==> src/vec_entry_pkg.sv <==
// constants, types and helpers of the local vector entry and error status unit
// assumes one 40 MHz clock and a 4 KB register window addressed by byte offset
package vec_entry_pkg;
  localparam int          NUM_ENTRIES = 6;
  localparam int          IDX_W       = 3;
  localparam int          ADDR_W      = 12;
  localparam logic [2:0]  IDX_TIMER   = 3'h0;
  localparam logic [2:0]  IDX_THERMAL = 3'h1;
  localparam logic [2:0]  IDX_PERF    = 3'h2;
  localparam logic [2:0]  IDX_PIN0    = 3'h3;
  localparam logic [2:0]  IDX_PIN1    = 3'h4;
  localparam logic [2:0]  IDX_ERROR   = 3'h5;
  localparam logic [7:0]  REGION_TABLE = 8'h32;
  localparam logic [7:0]  REGION_LAST  = 8'h37;
  localparam logic [7:0]  REGION_ERRST = 8'h28;
  localparam int          VEC_LSB     = 0;
  localparam int          MODE_LSB    = 8;
  localparam int          STATUS_BIT  = 12;
  localparam int          POL_BIT     = 13;
  localparam int          REMOTE_BIT  = 14;
  localparam int          TRIG_BIT    = 15;
  localparam int          MASK_BIT    = 16;
  localparam int          TMODE_BIT   = 17;
  localparam logic [31:0] ENTRY_RESET = 32'h0001_0000;
  localparam logic [31:0] ENTRY_WMASK = 32'h0003_A7FF;
  localparam logic [2:0]  MODE_FIXED  = 3'h0;
  localparam logic [2:0]  MODE_SYSMGT = 3'h2;
  localparam logic [2:0]  MODE_NONMSK = 3'h4;
  localparam logic [2:0]  MODE_RESTRT = 3'h5;
  localparam logic [2:0]  MODE_EXTCTL = 3'h7;
  localparam logic [7:0]  VEC_MIN_LEGAL = 8'h10;
  localparam int          ERR_W          = 8;
  localparam int          ERR_SEND_CKSUM = 0;
  localparam int          ERR_RECV_CKSUM = 1;
  localparam int          ERR_SEND_ACC   = 2;
  localparam int          ERR_RECV_ACC   = 3;
  localparam int          ERR_SEND_ILL   = 5;
  localparam int          ERR_RECV_ILL   = 6;
  localparam int          ERR_ILL_REG    = 7;

  typedef struct packed {
    logic [7:0] vector;
    logic [2:0] mode;
    logic       level;
  } irq_t;

  typedef struct packed {
    logic send_cksum;
    logic recv_cksum;
    logic send_acc;
    logic recv_acc;
  } link_err_t;

  function automatic logic vec_legal(input logic [7:0] v);
    vec_legal = (v >= VEC_MIN_LEGAL);
  endfunction : vec_legal
endpackage : vec_entry_pkg

==> src/vec_entry_store.sv <==
// configuration store of the six local vector entries
// masks each write to the writable fields with ENTRY_WMASK
`timescale 1ns/100ps
`default_nettype none
module vec_entry_store
  import vec_entry_pkg::*;
(
  input  wire logic                         mclk_in,
  input  wire logic                         rst_n_in,
  input  wire logic                         wr_en_in,
  input  wire logic [IDX_W-1:0]             wr_idx_in,
  input  wire logic [31:0]                  wr_data_in,
  input  wire logic [NUM_ENTRIES-1:0]       set_mask_in,
  input  wire logic [IDX_W-1:0]             rd_idx_in,
  output logic      [31:0]                  rd_data_out,
  output logic      [NUM_ENTRIES-1:0][31:0] cfg_out
);
  logic [NUM_ENTRIES-1:0][31:0] nxt_cfg;

  always_comb begin
    nxt_cfg = cfg_out;
    for (int i = 0; i < NUM_ENTRIES; i++) begin
      if (wr_en_in && wr_idx_in == IDX_W'(i)) begin
        nxt_cfg[i] = wr_data_in & ENTRY_WMASK;
      end
      if (set_mask_in[i]) begin
        nxt_cfg[i][MASK_BIT] = 1'b1;
      end
    end
  end

  always_ff @(posedge mclk_in or negedge rst_n_in) begin
    if (!rst_n_in) begin
      cfg_out     <= {NUM_ENTRIES{ENTRY_RESET}};
      rd_data_out <= 32'h0000_0000;
    end else begin
      cfg_out     <= nxt_cfg;
      rd_data_out <= (rd_idx_in < IDX_W'(NUM_ENTRIES)) ? cfg_out[rd_idx_in] : 32'h0000_0000;
    end
  end
endmodule : vec_entry_store
`default_nettype wire

==> src/local_vector_unit.sv <==
// local vector entries, delivery to the core and error status register
// assumes core answers each delivery with one accept or retry pulse
`timescale 1ns/100ps
`default_nettype none
module local_vector_unit
  import vec_entry_pkg::*;
(
  input  wire logic              mclk_in,
  input  wire logic              rst_n_in,
  input  wire logic [ADDR_W-1:0] reg_addr_in,
  input  wire logic              reg_wr_in,
  input  wire logic              reg_rd_in,
  input  wire logic [31:0]       reg_wdata_in,
  output logic      [31:0]       reg_rdata_out,
  output logic                   reg_rvalid_out,
  input  wire logic              local_pin_input_zero_in,
  input  wire logic              local_pin_input_one_in,
  input  wire logic              timer_evt_in,
  input  wire logic              thermal_evt_in,
  input  wire logic              perf_evt_in,
  input  wire logic              io_unit_present_in,
  input  wire logic              send_vec_valid_in,
  input  wire logic [7:0]        send_vec_in,
  input  wire logic              recv_vec_valid_in,
  input  wire logic [7:0]        recv_vec_in,
  input  wire link_err_t         link_err_in,
  input  wire logic              core_accept_in,
  input  wire logic              core_retry_in,
  input  wire logic              end_of_service_command_in,
  input  wire logic [7:0]        end_of_service_vec_in,
  output logic                   irq_valid_out,
  output irq_t                   irq_out,
  output logic                   timer_periodic_out
);
  logic [NUM_ENTRIES-1:0][31:0] cfg;
  logic [31:0]                  store_rd;
  logic [NUM_ENTRIES-1:0]       prev_ff, pend_ff, sts_ff, remote_pending_ff;
  logic [NUM_ENTRIES-1:0]       nxt_pend, nxt_sts, nxt_remote;
  logic [NUM_ENTRIES-1:0]       act, rise, lvl, masked, bad, req, set_mask;
  logic                         busy_ff, timer_periodic_ff;
  logic [IDX_W-1:0]             cur_ff, pick;
  logic                         pick_ok;
  logic [ERR_W-1:0]             err_acc_ff, error_status_ff, new_err, err_rec;
  logic                         last_stat_wr_ff, rd1_ff, rd1_stat_ff;
  logic [IDX_W-1:0]             rd1_idx_ff;

  // register window decode
  wire logic [7:0]       region    = reg_addr_in[ADDR_W-1:4];
  wire logic             access    = reg_wr_in | reg_rd_in;
  wire logic             hit_table = (region >= REGION_TABLE) && (region <= REGION_LAST);
  wire logic             hit_stat  = (region == REGION_ERRST);
  wire logic [IDX_W-1:0] acc_idx   = IDX_W'(region - REGION_TABLE);
  wire logic             tbl_wr    = reg_wr_in & hit_table;
  wire logic             stat_wr   = reg_wr_in & hit_stat;
  wire logic             stat_clr  = stat_wr & last_stat_wr_ff;
  wire logic             err_masked = cfg[IDX_ERROR][MASK_BIT];
  wire logic             err_evt   = |(err_rec & ~err_acc_ff);
  wire logic [2:0]       wr_mode   = reg_wdata_in[MODE_LSB +: 3];
  wire logic             wr_bad    = tbl_wr && wr_mode == MODE_FIXED &&
                                     !vec_legal(reg_wdata_in[VEC_LSB +: 8]);
  wire logic             accepted  = busy_ff & core_accept_in;
  wire logic             returned  = busy_ff & core_retry_in;
  wire logic             launch    = !busy_ff && pick_ok && !bad[pick];
  wire logic             drop      = !busy_ff && pick_ok && bad[pick];

  vec_entry_store u_store (
    .mclk_in     (mclk_in),
    .rst_n_in    (rst_n_in),
    .wr_en_in    (tbl_wr),
    .wr_idx_in   (acc_idx),
    .wr_data_in  (reg_wdata_in),
    .set_mask_in (set_mask),
    .rd_idx_in   (acc_idx),
    .rd_data_out (store_rd),
    .cfg_out     (cfg)
  );

  // source sensing per entry
  always_comb begin
    act            = {err_evt, local_pin_input_one_in, local_pin_input_zero_in,
                      perf_evt_in, thermal_evt_in, timer_evt_in};
    act[IDX_PIN0] = local_pin_input_zero_in ^ cfg[IDX_PIN0][POL_BIT];
    act[IDX_PIN1] = local_pin_input_one_in ^ cfg[IDX_PIN1][POL_BIT];
    for (int i = 0; i < NUM_ENTRIES; i++) begin
      masked[i] = cfg[i][MASK_BIT];
      rise[i]   = act[i] & ~prev_ff[i];
      // pins only; timer and error stay edge
      lvl[i]    = (i == int'(IDX_PIN0) || i == int'(IDX_PIN1)) &&
                  (cfg[i][MODE_LSB +: 3] == MODE_EXTCTL ||
                   (cfg[i][MODE_LSB +: 3] == MODE_FIXED &&
                    (cfg[i][TRIG_BIT] || !io_unit_present_in)));
      bad[i]    = cfg[i][MODE_LSB +: 3] == MODE_FIXED && !vec_legal(cfg[i][VEC_LSB +: 8]);
      req[i]    = !masked[i] && !sts_ff[i] &&
                  (lvl[i] ? (act[i] & ~remote_pending_ff[i]) : pend_ff[i]);
    end
  end

  // lowest entry index wins
  always_comb begin
    pick    = '0;
    pick_ok = 1'b0;
    for (int i = NUM_ENTRIES - 1; i >= 0; i--) begin
      if (req[i]) begin
        pick    = IDX_W'(i);
        pick_ok = 1'b1;
      end
    end
  end

  // pending, status and remote flags
  always_comb begin
    for (int i = 0; i < NUM_ENTRIES; i++) begin
      nxt_pend[i]   = pend_ff[i];
      nxt_sts[i]    = sts_ff[i];
      nxt_remote[i] = remote_pending_ff[i];
      set_mask[i]   = 1'b0;
      if ((launch || drop) && pick == IDX_W'(i)) begin
        nxt_pend[i] = 1'b0;
        nxt_sts[i]  = launch;
      end
      if ((accepted || returned) && cur_ff == IDX_W'(i)) begin
        nxt_sts[i] = 1'b0;
      end
      if (returned && cur_ff == IDX_W'(i) && !lvl[i]) begin
        nxt_pend[i] = 1'b1;
      end
      if (rise[i] && !masked[i] && !lvl[i]) begin
        nxt_pend[i] = 1'b1;
      end
      if (end_of_service_command_in && cfg[i][VEC_LSB +: 8] == end_of_service_vec_in) begin
        nxt_remote[i] = 1'b0;
      end
      if (accepted && cur_ff == IDX_W'(i) && irq_out.level && irq_out.mode == MODE_FIXED) begin
        nxt_remote[i] = 1'b1;
      end
      if (accepted && cur_ff == IDX_W'(i) && i == int'(IDX_PERF)) begin
        set_mask[i] = 1'b1;
      end
    end
  end

  // error collection
  always_comb begin
    new_err                 = '0;
    new_err[ERR_SEND_CKSUM] = link_err_in.send_cksum;
    new_err[ERR_RECV_CKSUM] = link_err_in.recv_cksum;
    new_err[ERR_SEND_ACC]   = link_err_in.send_acc;
    new_err[ERR_RECV_ACC]   = link_err_in.recv_acc;
    new_err[ERR_SEND_ILL]   = send_vec_valid_in && !vec_legal(send_vec_in);
    new_err[ERR_RECV_ILL]   = (recv_vec_valid_in && !vec_legal(recv_vec_in)) ||
                              drop || wr_bad;
    new_err[ERR_ILL_REG]    = access && !hit_table && !hit_stat;
    err_rec                 = err_masked ? '0 : new_err;
  end

  always_ff @(posedge mclk_in or negedge rst_n_in) begin
    if (!rst_n_in) begin
      prev_ff           <= '0;
      pend_ff           <= '0;
      sts_ff            <= '0;
      remote_pending_ff <= '0;
    end else begin
      prev_ff           <= act;
      pend_ff           <= nxt_pend;
      sts_ff            <= nxt_sts;
      remote_pending_ff <= nxt_remote;
    end
  end

  // delivery to the core
  always_ff @(posedge mclk_in or negedge rst_n_in) begin
    if (!rst_n_in) begin
      busy_ff       <= 1'b0;
      cur_ff        <= '0;
      irq_valid_out <= 1'b0;
      irq_out       <= '0;
    end else if (launch) begin
      busy_ff       <= 1'b1;
      cur_ff        <= pick;
      irq_valid_out <= 1'b1;
      irq_out       <= '{vector: cfg[pick][VEC_LSB +: 8],
                         mode: cfg[pick][MODE_LSB +: 3], level: lvl[pick]};
    end else if (accepted || returned) begin
      busy_ff       <= 1'b0;
      irq_valid_out <= 1'b0;
    end
  end

  // error status: sticky collector and software visible copy
  always_ff @(posedge mclk_in or negedge rst_n_in) begin
    if (!rst_n_in) begin
      err_acc_ff      <= '0;
      error_status_ff <= '0;
      last_stat_wr_ff <= 1'b0;
    end else begin
      if (stat_clr) begin
        err_acc_ff      <= err_rec;
        error_status_ff <= '0;
      end else begin
        err_acc_ff <= err_acc_ff | err_rec;
        if (stat_wr) begin
          error_status_ff <= err_acc_ff | err_rec;
        end
      end
      if (access) begin
        last_stat_wr_ff <= stat_wr & ~stat_clr;
      end
    end
  end

  // two stage read path and timer mode copy
  always_ff @(posedge mclk_in or negedge rst_n_in) begin
    if (!rst_n_in) begin
      rd1_ff             <= 1'b0;
      rd1_stat_ff        <= 1'b0;
      rd1_idx_ff         <= '0;
      reg_rvalid_out     <= 1'b0;
      reg_rdata_out      <= 32'h0000_0000;
      timer_periodic_ff  <= 1'b0;
      timer_periodic_out <= 1'b0;
    end else begin
      rd1_ff             <= reg_rd_in;
      rd1_stat_ff        <= hit_stat;
      rd1_idx_ff         <= acc_idx;
      reg_rvalid_out     <= rd1_ff;
      timer_periodic_ff  <= cfg[IDX_TIMER][TMODE_BIT];
      timer_periodic_out <= timer_periodic_ff;
      if (rd1_ff && rd1_stat_ff) begin
        reg_rdata_out <= {{(32 - ERR_W){1'b0}}, error_status_ff};
      end else if (rd1_ff) begin
        reg_rdata_out <= store_rd;
        reg_rdata_out[STATUS_BIT] <= sts_ff[rd1_idx_ff];
        reg_rdata_out[REMOTE_BIT] <= remote_pending_ff[rd1_idx_ff];
      end
    end
  end
endmodule : local_vector_unit
`default_nettype wire

==> config.mk <==
export PLATFORM = sky130hd
export DESIGN_NAME = local_vector_unit
export DESIGN_NICKNAME = d
export VERILOG_FILES = /design/src/vec_entry_pkg.sv /design/src/vec_entry_store.sv /design/src/local_vector_unit.sv
export SDC_FILE = /design/constraint.sdc
export NUM_CORES = 1
export LEC_CHECK = 0
export BUFFER_PORTS_ARGS = -buffer_cell sky130_fd_sc_hd__buf_2
export CORE_MARGIN = 3
export CORE_UTILIZATION = 58
export CTS_CLUSTER_DIAMETER = 50
export DETAILED_ROUTE_END_ITERATION = 6
export GPL_TIMING_DRIVEN = 0
export HOLD_SLACK_MARGIN = 0.03
export PLACE_DENSITY = 0.82
export SETUP_SLACK_MARGIN = 0.02
export SLEW_MARGIN = 15
export SYNTH_ARGS = -nofsm -noshare
export SYNTH_HDL_FRONTEND = slang
export SYNTH_HIERARCHICAL = 1
export SYNTH_SLANG_ARGS = --single-unit
==> constraint.sdc <==
create_clock -name mclk_in -period 6.3 [get_ports mclk_in]
set_input_delay 0.945 -clock mclk_in [delete_from_list [all_inputs] [get_ports mclk_in]]
set_output_delay 0.945 -clock mclk_in [all_outputs]
set_load 0.05 [all_outputs]
Word level (Yosys, flattened, before mapping)
Index checks and enable logic that the tools add are counted.

word-level totals
  output and inout port bits = 47
  input port bits = 87
  register bits after elaboration = 219

cells by class
  mux-type cells = 80
  $add $sub $neg = 1
  reductions and logical operators = 159
  equal/unequal tests = 24
  order comparisons = 15
  bitwise logic cells = 29

operator list
  kind                                                                                  number
  32-bit binary-select mux with 3-bit select                                            2
  32-bit 2-to-1 mux                                                                     4
  1-bit logical AND                                                                     89
  8-bit by 5-bit greater-or-equal comparator with 1-bit output (second input constant)  9
  1-bit 2-to-1 mux                                                                      58
  8-bit == test                                                                         6
  3-bit zero test                                                                       11
  8-bit 2-to-1 mux                                                                      4
  2-bit nonzero test                                                                    16
  1-bit zero test                                                                       28
  3-bit == test (second input constant)                                                 8
  3-bit by 2-bit == test with 1-bit output (second input constant)                      6
  3-bit 2-to-1 mux                                                                      6
  3-bit nonzero test                                                                    6
  17-bit 2-to-1 mux                                                                     1
  1-bit AND                                                                             14
  1-bit binary-select mux with 3-bit select                                             4
  3-bit by 4-bit less-than comparator with 1-bit output (second input constant)         3
  11-bit 2-to-1 mux                                                                     1
  3-bit by 1-bit == test with 1-bit output (second input constant)                      3
  1-bit NOT                                                                             9
  8-bit AND                                                                             1
  8-bit by 6-bit == test with 1-bit output (second input constant)                      1
  8-bit by 6-bit greater-or-equal comparator with 1-bit output (second input constant)  1
  9 further kinds                                                                       17

Depth between registers and ports, before layout
Gate-level depths: netlist (run 1).

  depth in word-level cells = 22
  mapped depth = 9
  depth with buffers taken out = 8

Modules after synthesis
Netlist (run 1), hierarchy kept.

by module, submodules not included
  module             cells each  area each (um^2)  times used  sequential area each (um^2)
  vec_entry_store    427         5496.5            1           2635.0
  local_vector_unit  557         5393.9            1           2402.3

Least setup slack after synthesis (run 1)
OpenSTA, ideal clock, no wires.

  kind = input-to-reg
  start point = in local_pin_input_zero_in
  end point = reg irq_out[11] (netlist name)
  data required time = 6.175 ns
  buffers on the path = 1
  stages on the path = 8
  data arrival time = 3.079 ns
  setup slack = 3.096 ns
  cells stage by stage = xnor2_1 or4_1 o21a_1 o41ai_1 a2111oi_2 or3b_4 buf_6 mux2_4

between the ends
  word-level cells in the longest chain between the ends = 12

RTL lines
  what                                       RTL line                  text
  start, declared                            local_vector_unit.sv:16   input wire logic local_pin_input_zero_in,
  1-bit bitwise XOR (*)                      local_vector_unit.sv:82   act[IDX_PIN0] = local_pin_input_zero_in ^ cfg[IDX_PIN0][POL_BIT];
  1-bit AND (*)                              local_vector_unit.sv:94   (lvl[i] ? (act[i] & ~remote_pending_ff[i]) : pend_ff[i]);
  1-bit 2-to-1 mux (*)                       local_vector_unit.sv:94
  1-bit logical AND (*)                      local_vector_unit.sv:93   req[i] = !masked[i] && !sts_ff[i] &&
  3-bit 2-to-1 mux (4 in a row)              local_vector_unit.sv:103  if (req[i]) begin
  1-bit binary-select mux with 3-bit select  local_vector_unit.sv:63   wire logic launch = !busy_ff && pick_ok && !bad[pick];
  1-bit 2-to-1 mux (not written as such)     local_vector_unit.sv:63
  1-bit zero test                            local_vector_unit.sv:63
  1-bit logical AND                          local_vector_unit.sv:63
  end signal, assigned                       local_vector_unit.sv:181  irq_out <= '{vector: cfg[pick][VEC_LSB +: 8],
  end, declared                              local_vector_unit.sv:32   output irq_t irq_out,

Every way passes the cells marked *; elsewhere a longest branch is shown, timed or not. The select of a mux whose other input is x is not followed.
A chain may end at the register's enable or synchronous reset.

Worst setup path in the final report (run 1)
  start point = in local_pin_input_zero_in
  end point = reg irq_out[10] (netlist name)

The elaborated chain is that of the path after synthesis.

==> flow_metrics.tcl, run 1 <==
set metrics [dict create \
    drive_above_1_share 0.281 \
    initial_core_utilization 0.601 \
    skew_ns 0.00899 \
    grt_pass1_vias 8093 \
    fp.coreArea_mm2 0.0168 \
    critical_path_buf_inv_count 2 \
    grt_first_pass_wirelength_mm 46.3 \
    max_freq_mhz 275 \
    final_nets 1108 \
    min_period_ns 3.63 \
    crit_path_top_delay_cell "sky130_fd_sc_hd__clkbuf_1" \
    numCtsBuffers 23 \
    start_kind "primary input" \
    routed-via-count 7906 \
    path_class "in -> reg" \
    grt_setup_unrepaired "false" \
    post-route-drc-count 0 \
    first_iter_violations 861 \
    hold_viol 0 \
    clkSlewWorstSetupHoldPaths_ns 0.06 \
    chipWidth_um 138 \
    timing.critical_path.slowest_cell_delay_ns 0.63 \
    floorplan.die_area_mm2 0.0191 \
    layout.cells.most_common "sky130_fd_sc_hd__dfrtp_1" \
    netlist_instances 880 \
    detailedRoute.firstPassIterationCount 6 \
    p_per_area_mw_per_mm2 297 \
    crit_fanout 10 \
    n_antenna_cell 0 \
    timing.setup.tns_ns 0 \
    gp_congestion 0.989 \
    ctsHtreeMaxLevel 1 \
    final_antenna_net_count 0 \
    area_delta_synth_final_pct 16.2 \
    io_buffer_count 96 \
    floorplan.die.height_um 138 \
    clock-sinks 201 \
    cts_repair_resizes 0 \
    global_route.overflow_total 0 \
    max_slew_margin 0.319 \
    routed_wire_length_per_instance_um 23.2 \
    critical-path-top-delay-family "simple AND/OR/NAND/NOR gates" \
    tightest_slew_ns 1.01 \
    yosys_warnings 6 \
    worstHoldPathType "reg -> reg" \
    critical_path.cell_chain "buf_2 -> xnor2_1 -> or4_1 -> o21a_1 -> nor3_1 -> clkbuf_1 -> a222oi_1 -> o21ai_0 -> mux2_4" \
    post_synthesis_cell_area_mm2 0.0101 \
    cap_viol_max_count 0 \
    worst_ep_arrival_time_ns 4.07 \
    final_cell_count_no_fill 1253 \
    antenna_found_initial 0 \
    place.detailed.hpwl_mm 20.6 \
    p_leak_uw 0.00571 \
    cts_hold_buf 0 \
    grt_max_degree 76 \
    drt-total-wl_mm 29.1 \
    cts_max_path_buffers 3 \
    design.portCount 134 \
    ir_drop_mv 0.279 \
    post_cts.repair.setup_buffers 0 \
    vias_per_cell 6.31 \
    tritoncts "done" \
    total_power_uw 3490 \
    status "finished, final reports clean" \
    global_route.usage.total 0.303 \
    most-common-layout-cells "sky130_fd_sc_hd__dfrtp_1 (195), sky130_fd_sc_hd__buf_2 (102), sky130_fd_sc_hd__mux2_2 (84)" \
    insertion_delay_ns 0.50 \
    final_max_slew_viol_count 0 \
    clockRootBuffer "sky130_fd_sc_hd__clkbuf_16" \
    fillers 1256 \
    worstSetupEndpointType "register" \
    setup-violations-final 0 \
    dp.cells 1216 \
    critPathRequiredTime_ns 6.74 \
    row_count 47 \
    period_share 0.576 \
    synthesis.area_per_instance_um2 11.5 \
]
-- per-layer routing --
layer | GRT usage | vias up | share of wire
li1 | - | 3471 | -
met1 | 0.427 | 3888 | 0.41
met5 | 0 | - | 0
met4 | 0.106 | 0 | 0.037
met3 | 0.0622 | 94 | 0.097
met2 | 0.474 | 453 | 0.45
-- through the flow --
step                      hold slack, ns  area, um2   util  setup WS, ns
after floorplan                    0.331      10200      -          3.10
after global placement             0.336      10900  0.650          1.02
after detailed placement           0.335      11000  0.654          2.24
after CTS                          0.348      11700  0.699          2.77
after global routing               0.357      11700  0.699          2.58
final                              0.347      11700  0.699          2.67
-- power by group --
| part | total, uW | leakage, uW | switching (uW) | internal, uW |
|---|---|---|---|---|
| clock | 1320 | 0.000366 | 535 | 783 |
| sequential | 1510 | 0.00265 | 104 | 1400 |
| combinational | 664 | 0.00270 | 441 | 224 |
| total | 3490 | 0.00571 | 1080 | 2410 |
-- registers in the layout, indices dropped and copies added (netlist names) --
signal / cells
rd1_idx_ff: 3
timer_periodic_ff: 1
rd1_stat_ff: 1
timer_periodic_out: 1
cur_ff: 3
reg_rvalid_out: 1
error_status_ff: 8
pend_ff: 6
busy_ff: 1
sts_ff: 6
err_acc_ff: 7
u_store/rd_data_out: 15
rd1_ff: 1
last_stat_wr_ff: 1
irq_out: 12
remote_pending_ff: 6
prev_ff: 6
reg_rdata_out: 32
u_store/cfg_out: 90
-- cell type report --
class | instances | area (um2) | area share
Timing Repair Buffer | 98 | 546 | 0.0464
Sequential cell | 201 | 5040 | 0.429
Clock inverter | 7 | 88.8 | 0.00756
Tap cell | 220 | 275 | 0.0234
Buffer | 67 | 395 | 0.0337
Multi-Input combinational cell | 591 | 4600 | 0.391
Clock buffer | 30 | 662 | 0.0563
Inverter | 39 | 146 | 0.0125
-- worst reg2reg max path: cells and delay by family, from the launching register on --
family / cells / cell delay (ns)
buffers and inverters: 1 / 0.63
and+or+nand+nor: 2 / 1.05
xor gates and xnor gates: 1 / 0.17
muxes: 1 / 0.24
AOI/OAI and AO/OA: 3 / 0.95
DFF: 1 / 0.40
-- final timing paths --
| kind | start | to | slack (ns) | depth (start not counted) |
|---|---|---|---|---|
| max in group asynchronous | rst_n_in | u_store/cfg_out[102]$_DFFE_PN0P_ | 5.19 | 2 |
| worst max register to register | u_store/cfg_out[109]$_DFFE_PN0P_ | irq_out[10]$_DFFE_PN0P_ | 2.80 | 8 |
| worst min-delay path | timer_periodic_ff$_DFF_PN0_ | timer_periodic_out$_DFF_PN0_ | 0.35 | 0 |
| worst min register to register | timer_periodic_ff$_DFF_PN0_ | timer_periodic_out$_DFF_PN0_ | 0.35 | 0 |
| min in group asynchronous | rst_n_in | reg_rdata_out[28]$_DFFE_PN0P_ | 0.37 | 1 |
| worst max-delay path | local_pin_input_zero_in | irq_out[10]$_DFFE_PN0P_ | 2.67 | 9 |
Power figures use the tool's default switching activity.
==> run 2, diff against run 1 <==
==> constraint.sdc (replaced) <==
create_clock -name mclk_in -period 3.8 [get_ports mclk_in]
set_input_delay 0.57 -clock mclk_in [delete_from_list [all_inputs] [get_ports mclk_in]]
set_output_delay 0.57 -clock mclk_in [all_outputs]
set_load 0.05 [all_outputs]
==> run 2 against run 1 <==
Compared with the run above:
- design area about the same
- flip-flop and latch count unchanged
- die area unchanged
- combinational power up 66%
- largest cell class unchanged
==> flow_metrics.tcl, run 2 (synthesis gave the netlist of run 1 again) <==
set metrics [dict create \
    status "finished, final reports clean" \
    global_route.usage.total 0.303 \
    pwr-share-clk 0.377 \
    worstSetupEndpointType "register" \
    io_buffer_count 96 \
    design.portCount 134 \
    critPathRequiredTime_ns 4.24 \
    vias_per_cell 6.32 \
    initial_core_utilization 0.601 \
    share_seq_of_total_power 0.432 \
    min_period_ns 3.50 \
    comb_power_share 0.191 \
    setup-violations-final 0 \
    ctsHtreeMaxLevel 1 \
    final_antenna_net_count 0 \
    most-common-layout-cells "sky130_fd_sc_hd__dfrtp_1 (195), sky130_fd_sc_hd__buf_2 (102), sky130_fd_sc_hd__mux2_2 (84)" \
    p_per_area_mw_per_mm2 492 \
    layout.cells.most_common "sky130_fd_sc_hd__dfrtp_1" \
    first_iter_violations 869 \
    place.detailed.hpwl_mm 20.6 \
    post-route-drc-count 0 \
    switching_share_of_total_power 0.310 \
    skew_ns 0.00932 \
    fp.coreArea_mm2 0.0168 \
    clockRootBuffer "sky130_fd_sc_hd__clkbuf_16" \
    worst_ep_arrival_time_ns 3.95 \
    biggestRegsByFlops "u_store/cfg_out x90, reg_rdata_out x32, u_store/rd_data_out x15" \
    placedInstanceArea_mm2 0.0110 \
    largest_reg_flops 90 \
    max_freq_mhz 285 \
    start_kind "register" \
    tritoncts "done" \
    area_delta_synth_final_pct 16.3 \
    n_antenna_cell 0 \
    numCtsBuffers 23 \
    p_leak_uw 0.00571 \
    post_cts.repair.setup_buffers 0 \
    max_slew_margin 0.326 \
    cts_max_path_buffers 3 \
    final_nets 1109 \
    global_route.overflow_total 0 \
    detailedRoute.firstPassIterationCount 6 \
    chipWidth_um 138 \
    drive_above_1_share 0.280 \
    cap_viol_max_count 0 \
    clkSlewWorstSetupHoldPaths_ns 0.06 \
    routed-via-count 7921 \
    power_report.internal_total_uw 3990 \
    reg2reg_setup_slack_ns 0.30 \
    floorplan.die.height_um 138 \
    cts_hold_buf 1 \
    worstHoldPathType "in -> reg" \
    cts_repair_resizes 0 \
    final_max_slew_viol_count 0 \
    drt-total-wl_mm 29.1 \
    insertion_delay_ns 0.50 \
    period_share 0.922 \
    grt_first_pass_wirelength_mm 46.3 \
    floorplan.die_area_mm2 0.0191 \
    grt_setup_unrepaired "false" \
    crit_fanout 10 \
    ir_drop_mv 0.458 \
    tightest_slew_ns 1.00 \
    clock-sinks 201 \
    largest_register "u_store/cfg_out" \
    path_class "reg -> reg" \
    hold_viol 0 \
    row_count 47 \
    gp_congestion 0.989 \
    dp.cells 1216 \
    routed_wire_length_per_instance_um 23.2 \
    antenna_found_initial 0 \
    post_route_cell_area_mm2 0.0118 \
    grt_pass1_vias 8101 \
    grt_max_degree 76 \
    power_switching_uw 1790 \
    final_cell_count_no_fill 1254 \
]
## run 2: per-layer routing
metal	track usage	up-vias	wire length, um
met3	0.0618	91	2700
li1	-	3469	-
met1	0.427	3897	12000
met4	0.106	0	1090
met2	0.474	464	13200
met5	0	-	0
## run 2: final timing paths
path	start	to	depth (start not counted)
hold / removal	timer_evt_in	prev_ff[0]$_DFF_PN0_	1
max in group asynchronous	rst_n_in	u_store/cfg_out[102]$_DFFE_PN0P_	3
hold reg to reg	timer_periodic_ff$_DFF_PN0_	timer_periodic_out$_DFF_PN0_	0
min in group asynchronous	rst_n_in	reg_rdata_out[28]$_DFFE_PN0P_	2
setup / recovery	u_store/cfg_out[109]$_DFFE_PN0P_	irq_out[10]$_DFFE_PN0P_	8
setup reg to reg	u_store/cfg_out[109]$_DFFE_PN0P_	irq_out[10]$_DFFE_PN0P_	8
## run 2: worst max-delay path: stages, from the launching register on
cell	delay, ns
sky130_fd_sc_hd__dfrtp_1	0.40
sky130_fd_sc_hd__xnor2_1	0.17
sky130_fd_sc_hd__or4_1	0.51
sky130_fd_sc_hd__o21a_1	0.23
sky130_fd_sc_hd__nor3_1	0.55
sky130_fd_sc_hd__clkbuf_1	0.62
sky130_fd_sc_hd__a222oi_1	0.23
sky130_fd_sc_hd__o21ai_0	0.48
sky130_fd_sc_hd__mux2_4	0.24
## run 2: area by class of cell
type / count / area (um2)
multi-input combinational: 591 / 4600
clock buffer: 30 / 662
inverter: 39 / 146
fill: 1255 / 5060
sequential: 201 / 5040
buffer: 67 / 395
timing repair buffer: 99 / 556
clock inverter: 7 / 88.8
tap: 220 / 275
## run 2: stage by stage
| step | TNS [ns] | total power [uW] | hold slack [ns] | utilization | setup WS [ns] |
|---|---|---|---|---|---|
| 3_3_place_gp | -212.78 | 3560 | 0.336 | 0.650 | -1.11 |
| 5_1_grt | 0 | 6000 | 0.173 | 0.699 | 0.184 |
| 4_1_cts | 0 | 5780 | 0.171 | 0.699 | 0.382 |
| 6_report | 0 | 5790 | 0.183 | 0.699 | 0.295 |
| 2_1_floorplan | 0 | 3210 | 0.274 | - | 0.971 |
| 3_5_place_dp | 0 | 3600 | 0.335 | 0.654 | 0.119 |
## run 2: power groups by stage
stage	sequential, uW	clock (uW)	combinational [uW]
2_1_floorplan	2650	0	561
3_3_place_gp	2510	0	1050
3_5_place_dp	2520	0	1080
4_1_cts	2490	2210	1090
5_1_grt	2520	2310	1180
6_report	2500	2180	1100
==> run 3, diff against run 2 <==
--- a/config.mk
+++ b/config.mk
@@ -6,7 +6,6 @@
 export NUM_CORES = 1
 export LEC_CHECK = 0
 export BUFFER_PORTS_ARGS = -buffer_cell sky130_fd_sc_hd__buf_2
-export CORE_MARGIN = 3
 export CORE_UTILIZATION = 58
 export CTS_CLUSTER_DIAMETER = 50
 export DETAILED_ROUTE_END_ITERATION = 6
==> run 3 against run 2 <==
Compared with the run above:
- flip-flop and latch count did not move
- sequential share of layout area fell by 0.23 points
- global-route usage rose by 1.8 points
- fmax fell by 2.0%
- power rose by 3.7%
- hold slack got worse by 0.072 ns
- clock power rose by 11%
- first-iteration DRC count rose by 24%
- via count fell by 0.97%
==> flow_metrics.tcl, run 3 (synthesis gave the netlist of run 1 again) <==
set metrics [dict create \
    cts_hold_buf 0 \
    floorplan.die.height_um 134 \
    period_share 0.941 \
    critical_path_origin "u_store/cfg_out[104]$_DFFE_PN0P_" \
    layout.cells.most_common "sky130_fd_sc_hd__dfrtp_1" \
    met2_wirelength_mm 12.6 \
    multi_input_comb_area_mm2 0.00460 \
    path_class "reg -> reg" \
    detailedRoute.firstPassIterationCount 6 \
    comb_power_share 0.181 \
    worst_ep_arrival_time_ns 4.02 \
    dr_wl_met3_mm 2.41 \
    routed_wire_length_per_instance_um 22.4 \
    crit_fanout 10 \
    crit_path_top_delay_cell "sky130_fd_sc_hd__clkbuf_1" \
    insertion_delay_ns 0.51 \
    max_slew_margin 0.319 \
    final_max_slew_viol_count 0 \
    clkSlewWorstSetupHoldPaths_ns 0.06 \
    drive_above_1_share 0.281 \
    largest_reg_flops 90 \
    design.portCount 134 \
    clockRootBuffer "sky130_fd_sc_hd__clkbuf_16" \
    max_freq_mhz 280 \
    tritoncts "done" \
    reg2reg_setup_slack_ns 0.22 \
    share_seq_of_total_power 0.415 \
    grt_pass1_vias 7695 \
    tightest_slew_ns 1.01 \
    initial_core_utilization 0.601 \
    global_route.overflow_total 0 \
    min_period_ns 3.58 \
    hold_viol 0 \
    final_core_util 0.703 \
    gp_congestion 0.963 \
    cts_repair_resizes 0 \
    sequential_cell_area_mm2 0.00504 \
    clock-sinks 201 \
    fp.coreArea_mm2 0.0168 \
    worstReg2RegStart "u_store/cfg_out[104]$_DFFE_PN0P_" \
    first_iter_violations 1076 \
    largest_register "u_store/cfg_out" \
    critical_path.cell_chain "or3_4 -> o21a_1 -> o21a_1 -> nor3_1 -> clkbuf_1 -> a222oi_1 -> o21ai_0 -> mux2_4" \
    critPathRequiredTime_ns 4.24 \
    grt_setup_unrepaired "false" \
    cts_max_path_buffers 3 \
    timing.critical_path.slowest_cell_delay_ns 0.65 \
    final_antenna_net_count 0 \
    power_report.internal_total_uw 4190 \
    biggestRegsByFlops "u_store/cfg_out x90, reg_rdata_out x32, u_store/rd_data_out x15" \
    grt_max_degree 107 \
    grt_first_pass_wirelength_mm 43.4 \
    vias_per_cell 6.23 \
    setup-violations-final 0 \
    pwr-share-clk 0.404 \
    status "finished, final reports clean" \
    row_count 47 \
    met1Wirelength_mm 12.1 \
    start_kind "register" \
    ir_drop_mv 0.396 \
    skew_ns 0.0110 \
    place.detailed.hpwl_mm 19.9 \
    post-route-drc-count 0 \
    worstHoldPathType "in -> async" \
    final.setup.worst_slack_ns 0.223 \
    worst-r2r-cell-count 8 \
    floorplan.die_area_mm2 0.0180 \
    antenna_found_initial 0 \
    post_cts.repair.setup_buffers 0 \
    n_antenna_cell 0 \
    power_switching_uw 1810 \
    p_leak_uw 0.00574 \
    area_delta_synth_final_pct 16.9 \
    p_per_area_mw_per_mm2 508 \
    fillers 1235 \
    drt-total-wl_mm 28.2 \
    place_ws_ns 0.234 \
    final_nets 1108 \
    cap_viol_max_count 0 \
    numCtsBuffers 24 \
    most-common-layout-cells "sky130_fd_sc_hd__dfrtp_1 (195), sky130_fd_sc_hd__buf_2 (102), sky130_fd_sc_hd__mux2_2 (84)" \
    ctsHtreeMaxLevel 1 \
    chipWidth_um 134 \
    io_buffer_count 96 \
    highest-signal-layer "met4" \
    worstSetupEndpointType "register" \
    worst_path_most_repeated_cell "sky130_fd_sc_hd__o21a_1" \
    routed-via-count 7844 \
    timing.hold.ws_ns 0.111 \
    switching_share_of_total_power 0.301 \
    global_route.usage.total 0.321 \
]
run 3: path summary, 6_finish.rpt:
| check | end |
|---|---|
| worst max-delay path | irq_out[10]$_DFFE_PN0P_ |
| max in group asynchronous | u_store/cfg_out[133]$_DFFE_PN0P_ |
| worst max register to register | irq_out[10]$_DFFE_PN0P_ |
| worst min-delay path | reg_rdata_out[24]$_DFFE_PN0P_ |
| worst min register to register | timer_periodic_out$_DFF_PN0_ |
| min in group mclk_in | prev_ff[1]$_DFF_PN0_ |
run 3: layer usage:
layer / vias to the layer above / GRT usage
met1: 3872 / 0.463
met4: 0 / 0.132
met5: - / 0
met2: 409 / 0.488
met3: 82 / 0.0491
li1: 3481 / -
run 3: worst max-delay path, delay by kind of cell, from the launching register on:
kind	cells	cell delay [ns]
multiplexers	1	0.25
flip-flops	1	0.44
buffers and inverters	1	0.65
AND/OR/NAND/NOR	2	0.98
AO/OA/AOI/OAI	4	1.20
run 3: cell type report:
cell class	count	area share
Clock inverter	14	0.0176
Clock buffer	30	0.0545
Multi-Input combinational cell	591	0.389
Sequential cell	201	0.426
Buffer	67	0.0334
Inverter	39	0.0124
Tap cell	220	0.0233
Timing Repair Buffer	97	0.0438
run 3: power groups by stage:
stage | Clock [uW] | Combinational (uW) | Sequential (uW)
2_1_floorplan | 0 | 561 | 2650
3_3_place_gp | 0 | 1040 | 2510
3_5_place_dp | 0 | 1060 | 2520
4_1_cts | 2460 | 1070 | 2480
5_1_grt | 2540 | 1160 | 2510
6_report | 2420 | 1090 | 2490
run 3: through the flow:
step / instance area (um2) / std cells / setup TNS, ns / total power, uW
final: 11800 / 1259 / 0 / 6000
after global placement: 10900 / 1214 / -211.91 / 3550
after global routing: 11800 / 1259 / 0 / 6210
after floorplan: 10200 / 898 / 0 / 3210
after CTS: 11800 / 1259 / 0 / 6010
after detailed placement: 11000 / 1215 / 0 / 3580
